$ cat config.mk
export PLATFORM = sky130hd
export DESIGN_NAME = nrtx_exec
export DESIGN_NICKNAME = d
export VERILOG_FILES = /design/src/core/nrtx_exec.v /design/src/core/nrtx_decode.v /design/src/core/nrtx_ram.v
export VERILOG_INCLUDE_DIRS = /design/src /design/src/core
export SDC_FILE = /design/constraint.sdc
export NUM_CORES = 1
export LEC_CHECK = 0
export ABC_AREA = 1
export BUFFER_PORTS_ARGS = -buffer_cell sky130_fd_sc_hd__buf_2
export CAP_MARGIN = 20
export CORE_MARGIN = 3
export CORE_UTILIZATION = 25
export DETAILED_ROUTE_END_ITERATION = 10
export PLACE_DENSITY = 0.43
export SYNTH_ARGS = -nofsm -noshare
export SYNTH_HDL_FRONTEND = slang
export SYNTH_SLANG_ARGS = --single-unit
$ cat constraint.sdc
create_clock -name i_sys_clk -period 17.17 [get_ports i_sys_clk]
set_input_delay 1.717 -clock i_sys_clk [delete_from_list [all_inputs] [get_ports i_sys_clk]]
set_output_delay 1.717 -clock i_sys_clk [all_outputs]
set_load 0.02 [all_outputs]
$ cat src/core/nrtx_defines.vh
// Function
// - copy B into A, B unchanged
// - copy A into B, A unchanged
// - copy Y into A
// - copy A into Y
// - E gets B in upper nibble, A in lower nibble
// - B gets E upper nibble, A gets E lower nibble
// - D gets low three bits of A
// - A gets D in low three bits, top bit cleared
// - A gets Z in low two bits, upper two cleared
// - copy X into A
// - A gets stack level pointer in low bits, top bit cleared
// - pointer pair load writes x to X and y to Y
// - consecutive pointer pair loads after the first are skipped
// - immediate Z load writes z into Z
// - increment Y, skip next when result is zero
// - decrement Y, skip next when result is fifteen
// - load A from RAM at pointer, then X ^= j
// - swap A with RAM at pointer, then X ^= j
// - swap, X ^= j, decrement Y, skip when Y becomes fifteen
// - swap, X ^= j, increment Y, skip when Y becomes zero
// - store A to RAM at pointer, then X ^= j
`ifndef NRTX_DEFINES_VH
`define NRTX_DEFINES_VH
// ----------------------------------------------------------------
// opcodes
// ----------------------------------------------------------------
`define NRTX_OP_TAB 10'h01e
`define NRTX_OP_TBA 10'h00e
`define NRTX_OP_TAY 10'h01f
`define NRTX_OP_TYA 10'h00c
`define NRTX_OP_TEAB 10'h01a
`define NRTX_OP_TABE 10'h02a
`define NRTX_OP_TDA 10'h029
`define NRTX_OP_TAD 10'h051
`define NRTX_OP_TAZ 10'h053
`define NRTX_OP_TAX 10'h052
`define NRTX_OP_TASP 10'h050
`define NRTX_OP_INY 10'h013
`define NRTX_OP_DEY 10'h017
// masks and patterns for field forms
`define NRTX_PPL_MASK 10'h300
`define NRTX_PPL_PAT 10'h300
`define NRTX_LZ_MASK 10'h3fc
`define NRTX_LZ_PAT 10'h048
`define NRTX_J_MASK 10'h3f0
`define NRTX_TAM_PAT 10'h2c0
`define NRTX_XAM_PAT 10'h2d0
`define NRTX_XAMD_PAT 10'h2f0
`define NRTX_XAMI_PAT 10'h2e0
`define NRTX_TMA_PAT 10'h2b0
// ----------------------------------------------------------------
// reset values and constants
// ----------------------------------------------------------------
`define NRTX_NIB_RST 4'h0
`define NRTX_D_RST 3'h0
`define NRTX_Z_RST 2'h0
`define NRTX_E_RST 8'h00
`define NRTX_NIB_ONE 4'h1
`define NRTX_NIB_ZERO 4'h0
`define NRTX_NIB_MAX 4'hf
`define NRTX_RAM_DEPTH 256
// decode class codes
`define NRTX_CL_NONE 5'h00
`define NRTX_CL_TAB 5'h01
`define NRTX_CL_TBA 5'h02
`define NRTX_CL_TAY 5'h03
`define NRTX_CL_TYA 5'h04
`define NRTX_CL_TEAB 5'h05
`define NRTX_CL_TABE 5'h06
`define NRTX_CL_TDA 5'h07
`define NRTX_CL_TAD 5'h08
`define NRTX_CL_TAZ 5'h09
`define NRTX_CL_TAX 5'h0a
`define NRTX_CL_TASP 5'h0b
`define NRTX_CL_PPL 5'h0c
`define NRTX_CL_LZ 5'h0d
`define NRTX_CL_INY 5'h0e
`define NRTX_CL_DEY 5'h0f
`define NRTX_CL_TAM 5'h10
`define NRTX_CL_XAM 5'h11
`define NRTX_CL_XAMD 5'h12
`define NRTX_CL_XAMI 5'h13
`define NRTX_CL_TMA 5'h14
`endif

$ cat src/core/nrtx_exec.v
`timescale 1ns/1ps
`default_nettype none
`include "nrtx_defines.vh"
module nrtx_exec (
  input wire i_sys_clk,
  input wire i_nrst,
  input wire i_valid,
  input wire [9:0] i_opcode,
  input wire [2:0] i_stack_level_pointer,
  input wire i_carry_flag,
  input wire i_ram_we,
  input wire [7:0] i_ram_addr,
  input wire [3:0] i_ram_wdata,
  output wire [3:0] o_ram_rdata,
  output reg [3:0] o_a,
  output reg [3:0] o_b,
  output reg [3:0] o_x,
  output reg [3:0] o_y,
  output reg [1:0] o_z,
  output reg [2:0] o_d,
  output reg [7:0] o_e,
  output reg o_carry_flag,
  output reg o_skip,
  output wire o_handled
);
  // ----------------------------------------------------------------
  // decode
  // ----------------------------------------------------------------
  wire [4:0] cls;
  nrtx_decode u_dec (
    .i_opcode(i_opcode),
    .o_class(cls)
  );
  assign o_handled = i_valid && (cls != `NRTX_CL_NONE);
  wire [3:0] fx = i_opcode[7:4];
  wire [3:0] fy = i_opcode[3:0];
  wire [3:0] fj = i_opcode[3:0];
  wire [1:0] fz = i_opcode[1:0];
  // ----------------------------------------------------------------
  // skip state
  // ----------------------------------------------------------------
  reg skip_r;
  reg last_pair_r;
  wire is_pair = (cls == `NRTX_CL_PPL);
  wire pair_skip = is_pair && last_pair_r;
  wire run = i_valid && !skip_r && !pair_skip;
  // ----------------------------------------------------------------
  // ram port, pointer from x y
  // ----------------------------------------------------------------
  reg mem_we;
  reg [3:0] mem_wd;
  wire [3:0] mem_rd;
  wire [7:0] dp = {o_x, o_y};
  nrtx_ram u_ram (
    .i_sys_clk(i_sys_clk),
    .i_addr(i_valid ? dp : i_ram_addr),
    .i_we(i_valid ? mem_we : i_ram_we),
    .i_wdata(i_valid ? mem_wd : i_ram_wdata),
    .o_rdata(mem_rd)
  );
  assign o_ram_rdata = mem_rd;
  // ----------------------------------------------------------------
  // next values
  // ----------------------------------------------------------------
  reg [3:0] a_nxt;
  reg [3:0] b_nxt;
  reg [3:0] x_nxt;
  reg [3:0] y_nxt;
  reg [1:0] z_nxt;
  reg [2:0] d_nxt;
  reg [7:0] e_nxt;
  reg skip_nxt;
  wire [3:0] y_inc = o_y + `NRTX_NIB_ONE;
  wire [3:0] y_dec = o_y - `NRTX_NIB_ONE;
  always @* begin
    a_nxt = o_a;
    b_nxt = o_b;
    x_nxt = o_x;
    y_nxt = o_y;
    z_nxt = o_z;
    d_nxt = o_d;
    e_nxt = o_e;
    skip_nxt = 1'b0;
    mem_we = 1'b0;
    mem_wd = o_a;
    if (run) begin
      case (cls)
        `NRTX_CL_TAB: a_nxt = o_b;
        `NRTX_CL_TBA: b_nxt = o_a;
        `NRTX_CL_TAY: a_nxt = o_y;
        `NRTX_CL_TYA: y_nxt = o_a;
        `NRTX_CL_TEAB: e_nxt = {o_b, o_a};
        `NRTX_CL_TABE: begin
          b_nxt = o_e[7:4];
          a_nxt = o_e[3:0];
        end
        `NRTX_CL_TDA: d_nxt = o_a[2:0];
        `NRTX_CL_TAD: a_nxt = {1'b0, o_d};
        `NRTX_CL_TAZ: a_nxt = {2'b00, o_z};
        `NRTX_CL_TAX: a_nxt = o_x;
        `NRTX_CL_TASP: a_nxt = {1'b0, i_stack_level_pointer};
        `NRTX_CL_PPL: begin
          x_nxt = fx;
          y_nxt = fy;
        end
        `NRTX_CL_LZ: z_nxt = fz;
        `NRTX_CL_INY: begin
          y_nxt = y_inc;
          skip_nxt = (y_inc == `NRTX_NIB_ZERO);
        end
        `NRTX_CL_DEY: begin
          y_nxt = y_dec;
          skip_nxt = (y_dec == `NRTX_NIB_MAX);
        end
        `NRTX_CL_TAM: begin
          a_nxt = mem_rd;
          x_nxt = o_x ^ fj;
        end
        `NRTX_CL_XAM: begin
          a_nxt = mem_rd;
          mem_we = 1'b1;
          x_nxt = o_x ^ fj;
        end
        `NRTX_CL_XAMD: begin
          a_nxt = mem_rd;
          mem_we = 1'b1;
          x_nxt = o_x ^ fj;
          y_nxt = y_dec;
          skip_nxt = (y_dec == `NRTX_NIB_MAX);
        end
        `NRTX_CL_XAMI: begin
          a_nxt = mem_rd;
          mem_we = 1'b1;
          x_nxt = o_x ^ fj;
          y_nxt = y_inc;
          skip_nxt = (y_inc == `NRTX_NIB_ZERO);
        end
        `NRTX_CL_TMA: begin
          mem_we = 1'b1;
          x_nxt = o_x ^ fj;
        end
        default: a_nxt = o_a;
      endcase
    end
  end
  // ----------------------------------------------------------------
  // registers
  // ----------------------------------------------------------------
  always @(posedge i_sys_clk or negedge i_nrst) begin
    if (!i_nrst) begin
      o_a <= `NRTX_NIB_RST;
      o_b <= `NRTX_NIB_RST;
      o_x <= `NRTX_NIB_RST;
      o_y <= `NRTX_NIB_RST;
      o_z <= `NRTX_Z_RST;
      o_d <= `NRTX_D_RST;
      o_e <= `NRTX_E_RST;
      o_carry_flag <= 1'b0;
      o_skip <= 1'b0;
      skip_r <= 1'b0;
      last_pair_r <= 1'b0;
    end else begin
      // carry follows the core; these instructions never touch it
      o_carry_flag <= i_carry_flag;
      if (i_valid) begin
        o_a <= a_nxt;
        o_b <= b_nxt;
        o_x <= x_nxt;
        o_y <= y_nxt;
        o_z <= z_nxt;
        o_d <= d_nxt;
        o_e <= e_nxt;
        skip_r <= skip_nxt;
        o_skip <= skip_nxt;
        last_pair_r <= is_pair;
      end
    end
  end
endmodule
`default_nettype wire

$ cat src/core/nrtx_decode.v
`timescale 1ns/1ps
`default_nettype none
`include "nrtx_defines.vh"
module nrtx_decode (
  input wire [9:0] i_opcode,
  output reg [4:0] o_class
);
  // ----------------------------------------------------------------
  // field form match
  // ----------------------------------------------------------------
  function is_form;
    input [9:0] op;
    input [9:0] mask;
    input [9:0] pat;
    begin
      is_form = ((op & mask) == pat);
    end
  endfunction
  always @* begin
    o_class = `NRTX_CL_NONE;
    if (is_form(i_opcode, `NRTX_PPL_MASK, `NRTX_PPL_PAT)) begin
      o_class = `NRTX_CL_PPL;
    end else if (is_form(i_opcode, `NRTX_LZ_MASK, `NRTX_LZ_PAT)) begin
      o_class = `NRTX_CL_LZ;
    end else if (is_form(i_opcode, `NRTX_J_MASK, `NRTX_TAM_PAT)) begin
      o_class = `NRTX_CL_TAM;
    end else if (is_form(i_opcode, `NRTX_J_MASK, `NRTX_XAM_PAT)) begin
      o_class = `NRTX_CL_XAM;
    end else if (is_form(i_opcode, `NRTX_J_MASK, `NRTX_XAMD_PAT)) begin
      o_class = `NRTX_CL_XAMD;
    end else if (is_form(i_opcode, `NRTX_J_MASK, `NRTX_XAMI_PAT)) begin
      o_class = `NRTX_CL_XAMI;
    end else if (is_form(i_opcode, `NRTX_J_MASK, `NRTX_TMA_PAT)) begin
      o_class = `NRTX_CL_TMA;
    end else begin
      case (i_opcode)
        `NRTX_OP_TAB: o_class = `NRTX_CL_TAB;
        `NRTX_OP_TBA: o_class = `NRTX_CL_TBA;
        `NRTX_OP_TAY: o_class = `NRTX_CL_TAY;
        `NRTX_OP_TYA: o_class = `NRTX_CL_TYA;
        `NRTX_OP_TEAB: o_class = `NRTX_CL_TEAB;
        `NRTX_OP_TABE: o_class = `NRTX_CL_TABE;
        `NRTX_OP_TDA: o_class = `NRTX_CL_TDA;
        `NRTX_OP_TAD: o_class = `NRTX_CL_TAD;
        `NRTX_OP_TAZ: o_class = `NRTX_CL_TAZ;
        `NRTX_OP_TAX: o_class = `NRTX_CL_TAX;
        `NRTX_OP_TASP: o_class = `NRTX_CL_TASP;
        `NRTX_OP_INY: o_class = `NRTX_CL_INY;
        `NRTX_OP_DEY: o_class = `NRTX_CL_DEY;
        default: o_class = `NRTX_CL_NONE;
      endcase
    end
  end
endmodule
`default_nettype wire

$ cat src/core/nrtx_ram.v
`timescale 1ns/1ps
`default_nettype none
`include "nrtx_defines.vh"
module nrtx_ram (
  input wire i_sys_clk,
  input wire [7:0] i_addr,
  input wire i_we,
  input wire [3:0] i_wdata,
  output wire [3:0] o_rdata
);
  // ----------------------------------------------------------------
  // nibble store, combinational read
  // ----------------------------------------------------------------
  reg [3:0] mem [0:`NRTX_RAM_DEPTH-1];
  assign o_rdata = mem[i_addr];
  always @(posedge i_sys_clk) begin
    if (i_we) begin
      mem[i_addr] <= i_wdata;
    end
  end
endmodule
`default_nettype wire

Word-level counts from Yosys, hierarchy flattened. Memories as Yosys holds them, arrays and structs flattened. Index checks and enable logic that the tools add are counted.

Bitwise logic cells: 1. Equal/unequal tests: 41. Muxes and demuxes: 21. Reduce and logical (&&, ||, !) cells: 24. Add/subtract/negate cells: 2.

Operators by type and width (count): one-hot mux 4 bit (13 select lines) (1); equality test 10 x 5 -> 1 bit, second input constant (5); equality test 10 x 7 -> 1 bit, second input constant (4); equality test 5 x 4 -> 1 bit, second input constant (8); two-way mux 5 bit (7); one-hot mux 4 bit (8 select lines) (1); equality test 6 bit, second input constant (5); equality test 5 bit, second input constant (5); AND reduction 3 bit (7); equality test 10 x 4 -> 1 bit, second input constant (2); equality test 10 x 6 -> 1 bit, second input constant (2); equality test 5 x 3 -> 1 bit, second input constant (4); one-hot mux 4 bit (2 select lines) (2); one-hot mux 4 bit (4 select lines) (1); equality test 5 x 2 -> 1 bit, second input constant (2); equality test 8 x 5 -> 1 bit, second input constant (1); two-way mux 8 bit (1); nonzero test 8 bit (1); OR reduction 4 bit (2); two-way mux 1 bit (6); equality test 5 x 1 -> 1 bit, second input constant (1); nonzero test 5 bit (1); OR reduction 5 bit (1); adder 4 x 1 -> 4 bit, second input constant (1); 12 further kinds (18).

RAM bits: 1024. Input bits: 30. Flip-flop bits (word level): 32. Logic and storage cells: 100. Memories: 1. Output and inout bits: 36.

Memory list: u_ram.mem (depth 256, bits a word 4, rd ports 1, clocked after Yosys merged registers in 0, wr ports 1, RTL line nrtx_ram.v:14) `` reg [3:0] mem [0:`NRTX_RAM_DEPTH-1]; ``.

Logic depth before layout (Yosys ltp). Gate-level depths: netlist of run 1.

Depth in word-level cells: 17. Mapped depth: 21. Mapped depth without buffers: 19.

Hierarchy. Synthesis of run 1 repeated with hierarchy kept, for this count alone.

Cell total of the unflattened synthesis: 4636. Area total of the unflattened synthesis: 45677.6 sq um.

Modules (own cells, without submodules): nrtx_ram (area an instance 43036.3 sq um, instances 1, cells each 4200); nrtx_exec (area an instance 2253.4 sq um, instances 1, cells each 348); nrtx_decode (area an instance 387.9 sq um, instances 1, cells each 88).

Worst setup path before layout of run 1. OpenSTA, ideal clock, no wires.

Path kind: input to register. From: in i_valid. To: mem u_ram.mem[0][1] (data pin). Setup slack: 3.060 ns. Library setup time: 2.187 ns. Cell stages on the path: 3. Arrival: 11.923 ns. Path through: inv_1 > clkbuf_1 > o21ai_0.

Cells in the longest elaborated chain, start to end: 1.

Ends and longest elaborated chain: from (decl) (RTL line nrtx_exec.v:7) `input wire i_valid,`; two-way mux 4 bit (RTL line nrtx_exec.v:58) `.i_wdata(i_valid ? mem_wd : i_ram_wdata),`; via u_ram.i_wdata[1] (RTL line nrtx_ram.v:8) `input wire [3:0] i_wdata,`; to (decl) (RTL line nrtx_ram.v:14).

The timed path passes the listed nets, and every way through them passes these cells.

Worst setup path after layout of run 1.
From: in i_valid. To: out o_ram_rdata[0].

Cells in the longest elaborated chain, start to end: 2.

Ends and longest elaborated chain: two-way mux 8 bit (RTL line nrtx_exec.v:56) `.i_addr(i_valid ? dp : i_ram_addr),`; memory (256 x 4 bit); to (decl) (RTL line nrtx_exec.v:14) `output wire [3:0] o_ram_rdata,`.

No other way between the ends.

==> metrics.yaml, run 1 <==
status:
  status: "finished, final reports clean"
synth:
  synthArstFlopShare_pct: 3.03
  synthAdderAreaFrac_pct: 0.0841
  synth_nets: 4309
  synth_most_common_cell: "nand2_1"
  synthSimpleGateAreaFrac_pct: 24.0
  yosysTopAreaCell: "edfxtp_1"
  yosys_register_bits: 1056
  yosysUniqueCellTypes: 39
  synth_edf_count: 1024
  yosysSeqAreaShare_pct: 70.7
  syn_inst: 4276
  synth_top_family_by_area: "simple AND/OR/NAND/NOR gates"
  synth_compound_area_share_pct: 2.15
  syn_area_sq_mm: 0.0446
  synthMuxAreaShare_pct: 0.0757
  synth_top_area_share_pct: 68.9
  syn_avg_cell_area_sq_um: 10.4
  synth_common_cells: "2,135 x nand2_1, 1,024 x edfxtp_1, 367 x nor2_1"
  yosys.area_share.xor_xnor_pct: 0.0785
  synth_ff_type: "edfxtp_1"
  yosysWarnings: 0
  synth_area_leaders: "edfxtp_1 69%, nand2_1 18%, nor2_1 3.1%"
placed_design:
  hpwl_mm: 81.4
  gp_congestion: 0.843
  port_buffers: 65
  dp_cells: 6525
final_layout:
  fillers: 18500
  finalNonFillerCells: 6744
  utilization_pct: 28.9
  nets: 4337
  area.growth.synth_to_final_pct: 14.6
  final_layout_size_suffix_gt1_share_pct: 7.59
grt:
  antenna_found_initial: 4
  overflow: 0
  grt_usage_pct: 15.5
  grt_pass1_wl_mm: 213
  grt_pass1_vias: 30400
  grt_max_degree: 172
sta:
  setup_viol: 0
  tns_ns: 0
  finalCritPeriodShare_pct: 53.6
  max_freq_mhz: 109
  holdWs_ns: 0.495
  rsz0062_at_grt: "false"
  slew_headroom_pct: 20.9
  clock_skew_ns: 0.0199
  hold_viol_final: 0
  min_period_ns: 9.20
  final_max_slew_viol_count: 0
  worstMarginPinSlew_ns: 1.19
clock_network:
  cts_made_buffers: 117
  postCtsSetupBuffers: 0
  post_cts_resized: 0
  clkLatencyLatePin_ns: 0.72
  clk_pin_slew_worst_paths_ns: 0.06
  tritoncts: "done"
  htreeDepth: 3
  cts_root_buf: "clkbuf_16"
  cts.sinks: 1056
  cts_buffer_depth: 3
  cts_hold_repair.buffers: 0
drt:
  wirelength_mm: 145
  drcViolationCount: 0
  avgViaCountPerCell: 4.52
  wire_per_inst_um: 21.5
  drtAntennaViolNets: 0
  drt-pass1-iter-count: 5
  vias: 30500
  drt_iter0_drc: 2316
power_and_ir_drop:
  irDropWorstVdd_uv: 83.3
  p_leak_uw: 0.0192
  power.density_mw_per_mm2: 115
  total_power_uw: 5900
floorplanning:
  die_w_um: 429
  die_height_um: 429
  start_util_pct: 25.2
  core-area_sq_mm: 0.177
  die-area_sq_mm: 0.184
  rows: 154
  io_pins: 66
critical_path:
  critPathMaxFanout: 71
  required_ns: 15.45
  start_kind: "primary input"
  critPathCaptureType: "output pin"
  critPathKind: "primary input to output pin"
  crit_arrival_ns: 7.48
run:
  drv_cap: 0
worst_hold_path:
  holdCritPathClass: "flop to flop"
==> cell usage in the layout, fill, tap and decap left out, types with 3 or more instances in the layout <==
cell and instances:
a21oi_1 38, buf_12 11, buf_2 65, buf_4 43, bufinv_16 6, clkbuf_1 27
clkbuf_16 119, clkinv_1 34, clkinv_2 27, clkinvlp_4 4, dfrtp_1 32, edfxtp_1 1024
ha_1 3, inv_1 72, inv_2 13, mux2_2 3, nand2_1 2133, nand2_4 3
nand3_1 126, nand3_2 15, nand4_1 67, nor2_1 364, nor2_2 5, nor2_4 6
nor3_1 5, o21ai_0 51, o21ai_1 69, o21ai_4 5, o22ai_1 5, o311ai_0 3
xor2_1 3
==> registers in the layout, indices dropped and copies added (netlist names) <==
signal and cells:
o_x 4, o_y 4, o_d 3, o_b 4
o_a 4, o_carry_flag 1, o_e 8, o_z 2
u_ram.mem 1024, skip_r 1, last_pair_r 1
==> worst paths after layout <==
kind                                               from                 endpoint  slack (ns)  cells past startpoint
min in group asynchronous                        i_nrst       o_e[1]$_DFFE_PN0P_        1.10                      1
max in group asynchronous                        i_nrst       o_x[0]$_DFFE_PN0P_       15.56                      1
worst min-delay path            last_pair_r$_DFFE_PN0P_  last_pair_r$_DFFE_PN0P_        0.49                      2
worst max-delay path                            i_valid           o_ram_rdata[0]        7.97                     16
worst min register to register  last_pair_r$_DFFE_PN0P_  last_pair_r$_DFFE_PN0P_        0.49                      2
worst max register to register       o_y[0]$_DFFE_PN0P_       o_a[3]$_DFFE_PN0P_       11.78                     18
==> per-layer routing <==
metal | GRT usage (%) | part of all wire, % | up-vias
li1 | - | - | 14300
met1 | 21.5 | 46 | 15200
met2 | 25.5 | 47 | 773
met3 | 2.33 | 5.1 | 147
met4 | 3.33 | 1.6 | 0
met5 | 0 | 0 | -
==> metrics by stage <==
step                worst slack, ns  area [sq um]
global route                   7.63         51200
global placement               8.03         47600
floorplan                      3.06         44600
finish                         7.97         51200
CTS                            7.94         51200
detailed placement             7.93         47600
==> layout make-up <==
cell class                 instances  area, sq um  area share, %
inverter                          88          337          0.658
tap                             2340         2930           5.72
multi-input combinational       2922        11900           23.3
antenna                            1         2.50        0.00489
timing repair buffer             119          868           1.70
clock inverter                    72          490          0.958
clock buffer                     146         3080           6.02
sequential                      1056        31600           61.7
==> worst max-delay path: stages <==
cell	delay (ns)
buf_2	0.39
inv_1	0.43
nand2_2	0.58
nand2_8	0.49
nor2_4	0.79
buf_4	0.65
buf_4	0.67
nand2_1	0.14
nand3_1	0.13
nand2_1	0.07
nand2_1	0.11
o21ai_0	0.16
a21oi_1	0.31
nor2_1	0.07
nand3_1	0.35
buf_2	0.26
==> power breakdown <==
group | switching (uW) | leakage (uW) | total, uW | internal, uW
registers | 7.37 | 0.00978 | 2840 | 2840
clock network | 1040 | 0.00175 | 2390 | 1350
logic | 521 | 0.00763 | 663 | 142
total | 1570 | 0.0192 | 5900 | 4330
==> cell families after synthesis <==
kind of cell    after synthesis
simple gates               2731
flops                      1056
xor+xnor                      4
mux                           3
compound gates              181
fa+ha+maj                     3
buf+inv                     298
Note: power is estimated with default switching activity, not from simulation.
==> inputs of run 2 (changes only) <==
--- a/config.mk
+++ b/config.mk
@@ -6,13 +6,13 @@
 export SDC_FILE = /design/constraint.sdc
 export NUM_CORES = 1
 export LEC_CHECK = 0
-export ABC_AREA = 1
+export ABC_AREA = 0
 export BUFFER_PORTS_ARGS = -buffer_cell sky130_fd_sc_hd__buf_2
 export CAP_MARGIN = 20
 export CORE_MARGIN = 3
 export CORE_UTILIZATION = 25
 export DETAILED_ROUTE_END_ITERATION = 10
-export PLACE_DENSITY = 0.43
+export PLACE_DENSITY = 0.44
 export SYNTH_ARGS = -nofsm -noshare
 export SYNTH_HDL_FRONTEND = slang
 export SYNTH_SLANG_ARGS = --single-unit
==> constraint.sdc (replaced) <==
create_clock -name i_sys_clk -period 7.8 [get_ports i_sys_clk]
set_input_delay 0.78 -clock i_sys_clk [delete_from_list [all_inputs] [get_ports i_sys_clk]]
set_output_delay 0.78 -clock i_sys_clk [all_outputs]
set_load 0.02 [all_outputs]
==> run 2 against run 1 <==
Cell count fell by 31%. Register-to-register slack got worse by 9.1 ns. Setup slack got worse by 6.6 ns. Clock power rose by 120%. Sequential power rose by 130%. Routed wire length fell by 17%. Die area fell by 4.3%. Design area fell by 3.3%. Sequential share of layout area rose by 2.1 points.
==> metrics.yaml, run 2 <==
status:
  status: "finished, final reports clean"
floorplanning:
  rows: 151
  core-area_sq_mm: 0.169
  die-area_sq_mm: 0.176
  die_height_um: 419
  start_util_pct: 25.2
  die_w_um: 419
  io_pins: 66
synth:
  synth_most_common_cell: "edfxtp_1"
  yosysWarnings: 0
  synthArstFlopShare_pct: 3.03
  synth_common_cells: "1,024 x edfxtp_1, 256 x mux4_2, 212 x nor2_1"
  yosysSeqAreaShare_pct: 73.9
  synth_ff_type: "edfxtp_1"
  yosysTopAreaCell: "edfxtp_1"
  synth_area_leaders: "edfxtp_1 72%, mux4_2 14%, a22oi_1 2.0%"
  yosysUniqueCellTypes: 66
  synth_nets: 2289
  syn_inst: 2256
  syn_avg_cell_area_sq_um: 18.9
  synth_top_area_share_pct: 72.0
  syn_area_sq_mm: 0.0427
  yosys_register_bits: 1056
  synth_edf_count: 1024
final_layout:
  top_register: "u_ram.mem"
  area.growth.synth_to_final_pct: 15.9
  finalInstanceArea_sq_mm: 0.0495
  reg_top3: "u_ram.mem x1024, o_e x8"
  final_layout_size_suffix_gt1_share_pct: 27.3
  largest_reg_flops: 1024
  nets: 2393
  fillers: 16500
  mostFrequentLayoutCells: "1,024 x edfxtp_1, 256 x mux4_2, 212 x nor2_1"
  layout_commonest_cell: "edfxtp_1"
drt:
  m1WireLength_mm: 51.9
  drtAntennaViolNets: 0
  wire_per_inst_um: 25.6
  dr_wl_met2_mm: 57.7
  highest_layer: "met4"
  met3_length_mm: 7.55
  drt-pass1-iter-count: 5
  wirelength_mm: 120
  vias: 22200
  avgViaCountPerCell: 4.75
  drcViolationCount: 0
  drt_iter0_drc: 2281
grt:
  overflow: 0
  grt_max_degree: 225
  grt_pass1_vias: 23200
  grt_usage_pct: 13.5
  grt_pass1_wl_mm: 173
  antenna_found_initial: 3
power_and_ir_drop:
  irDropWorstVdd_uv: 177
  p_leak_uw: 0.0149
  power.density_mw_per_mm2: 282
clock_network:
  clkLatencyLatePin_ns: 0.72
  cts_made_buffers: 111
  htreeDepth: 3
  cts_root_buf: "clkbuf_16"
  clk_pin_slew_worst_paths_ns: 0.07
  tritoncts: "done"
  cts_hold_repair.buffers: 0
  post_cts_resized: 0
  postCtsSetupBuffers: 0
  cts.sinks: 1056
  cts_buffer_depth: 3
critical_path:
  crit_arrival_ns: 5.70
  required_ns: 7.02
  critPathKind: "primary input to output pin"
  critPathCaptureType: "output pin"
  critPathMaxFanout: 61
  start_kind: "primary input"
worst_hold_path:
  holdCritPathClass: "primary input to asynchronous set/reset pin"
sta:
  final_max_slew_viol_count: 0
  setup_viol: 0
  hold_viol_final: 0
  finalCritPeriodShare_pct: 83.0
  clock_skew_ns: 0.0372
  slew_headroom_pct: 19.3
  rsz0062_at_grt: "false"
  tns_ns: 0
  min_period_ns: 6.48
  worstMarginPinSlew_ns: 1.21
  max_freq_mhz: 154
placed_design:
  placed_area_sq_mm: 0.0459
  port_buffers: 65
  gp_congestion: 0.824
  hpwl_mm: 72.2
run:
  drv_cap: 0
-- run 2: final timing paths --
check / slack [ns] / start / cells after the start / end
setup reg to reg: 2.63 / o_y[0]$_DFFE_PN0P_ / 9 / o_a[1]$_DFFE_PN0P_
max in group asynchronous: 7.16 / i_nrst / 1 / o_b[1]$_DFFE_PN0P_
min in group i_sys_clk: 0.16 / i_carry_flag / 1 / o_carry_flag$_DFF_PN0_
hold / removal: 0.12 / i_nrst / 1 / o_carry_flag$_DFF_PN0_
hold reg to reg: 0.52 / last_pair_r$_DFFE_PN0P_ / 1 / last_pair_r$_DFFE_PN0P_
setup / recovery: 1.32 / i_valid / 10 / o_ram_rdata[1]
-- run 2: metal layers --
layer  GRT usage, %  up-vias
met2           22.2      763
met1           18.5    11900
met3           2.44      159
met4           3.58        0
li1               -     9425
met5              0        -
-- run 2: layout make-up --
type	count	area (sq um)	area share (%)
sequential	1056	31600	63.8
clock buffer	145	2970	6.00
multi-input combinational	1043	10600	21.5
clock inverter	60	563	1.14
inverter	16	60.1	0.121
timing repair buffer	132	936	1.89
tap	2218	2780	5.61
antenna	1	2.50	0.00506
-- run 2: where the power goes --
group          switching (uW)  internal [uW]  leakage (uW)
Combinational            1420            806       0.00351
Clock                    2200           2980       0.00174
Sequential               64.8           6490       0.00964
-- run 2: kinds of logic after synthesis --
logic type	count (synthesis)	share of synthesized area, %
DFF	1056	73.9
muxes	285	14.2
buffers and inverters	157	1.68
AOI/OAI and AO/OA	276	4.82
adders and majority gates	3	0.0879
xor gates and xnor gates	6	0.123
and+or+nand+nor	473	5.14
-- run 2: through the flow --
stage | hold slack [ns] | power, uW | utilization, % | worst slack, ns | std cells
2_1_floorplan | 0.481 | 8050 | - | 3.68 | 2256
3_3_place_gp | 0.500 | 8920 | 27.1 | 1.09 | 4461
3_5_place_dp | 0.507 | 8950 | 27.1 | 1.26 | 4463
4_1_cts | 0.0885 | 14100 | 29.2 | 1.25 | 4668
5_1_grt | 0.122 | 14500 | 29.2 | 1.03 | 4670
6_report | 0.121 | 14000 | 29.2 | 1.32 | 4671
-- run 2: critical path, cell delays in order --
cell     delay (ns)
buf_2          0.66
mux2_8         0.89
buf_4          0.51
mux4_2         0.58
a22oi_1        0.28
a21oi_1        0.17
o41ai_1        0.93
nand2_1        0.18
or2_2          0.41
buf_2          0.19
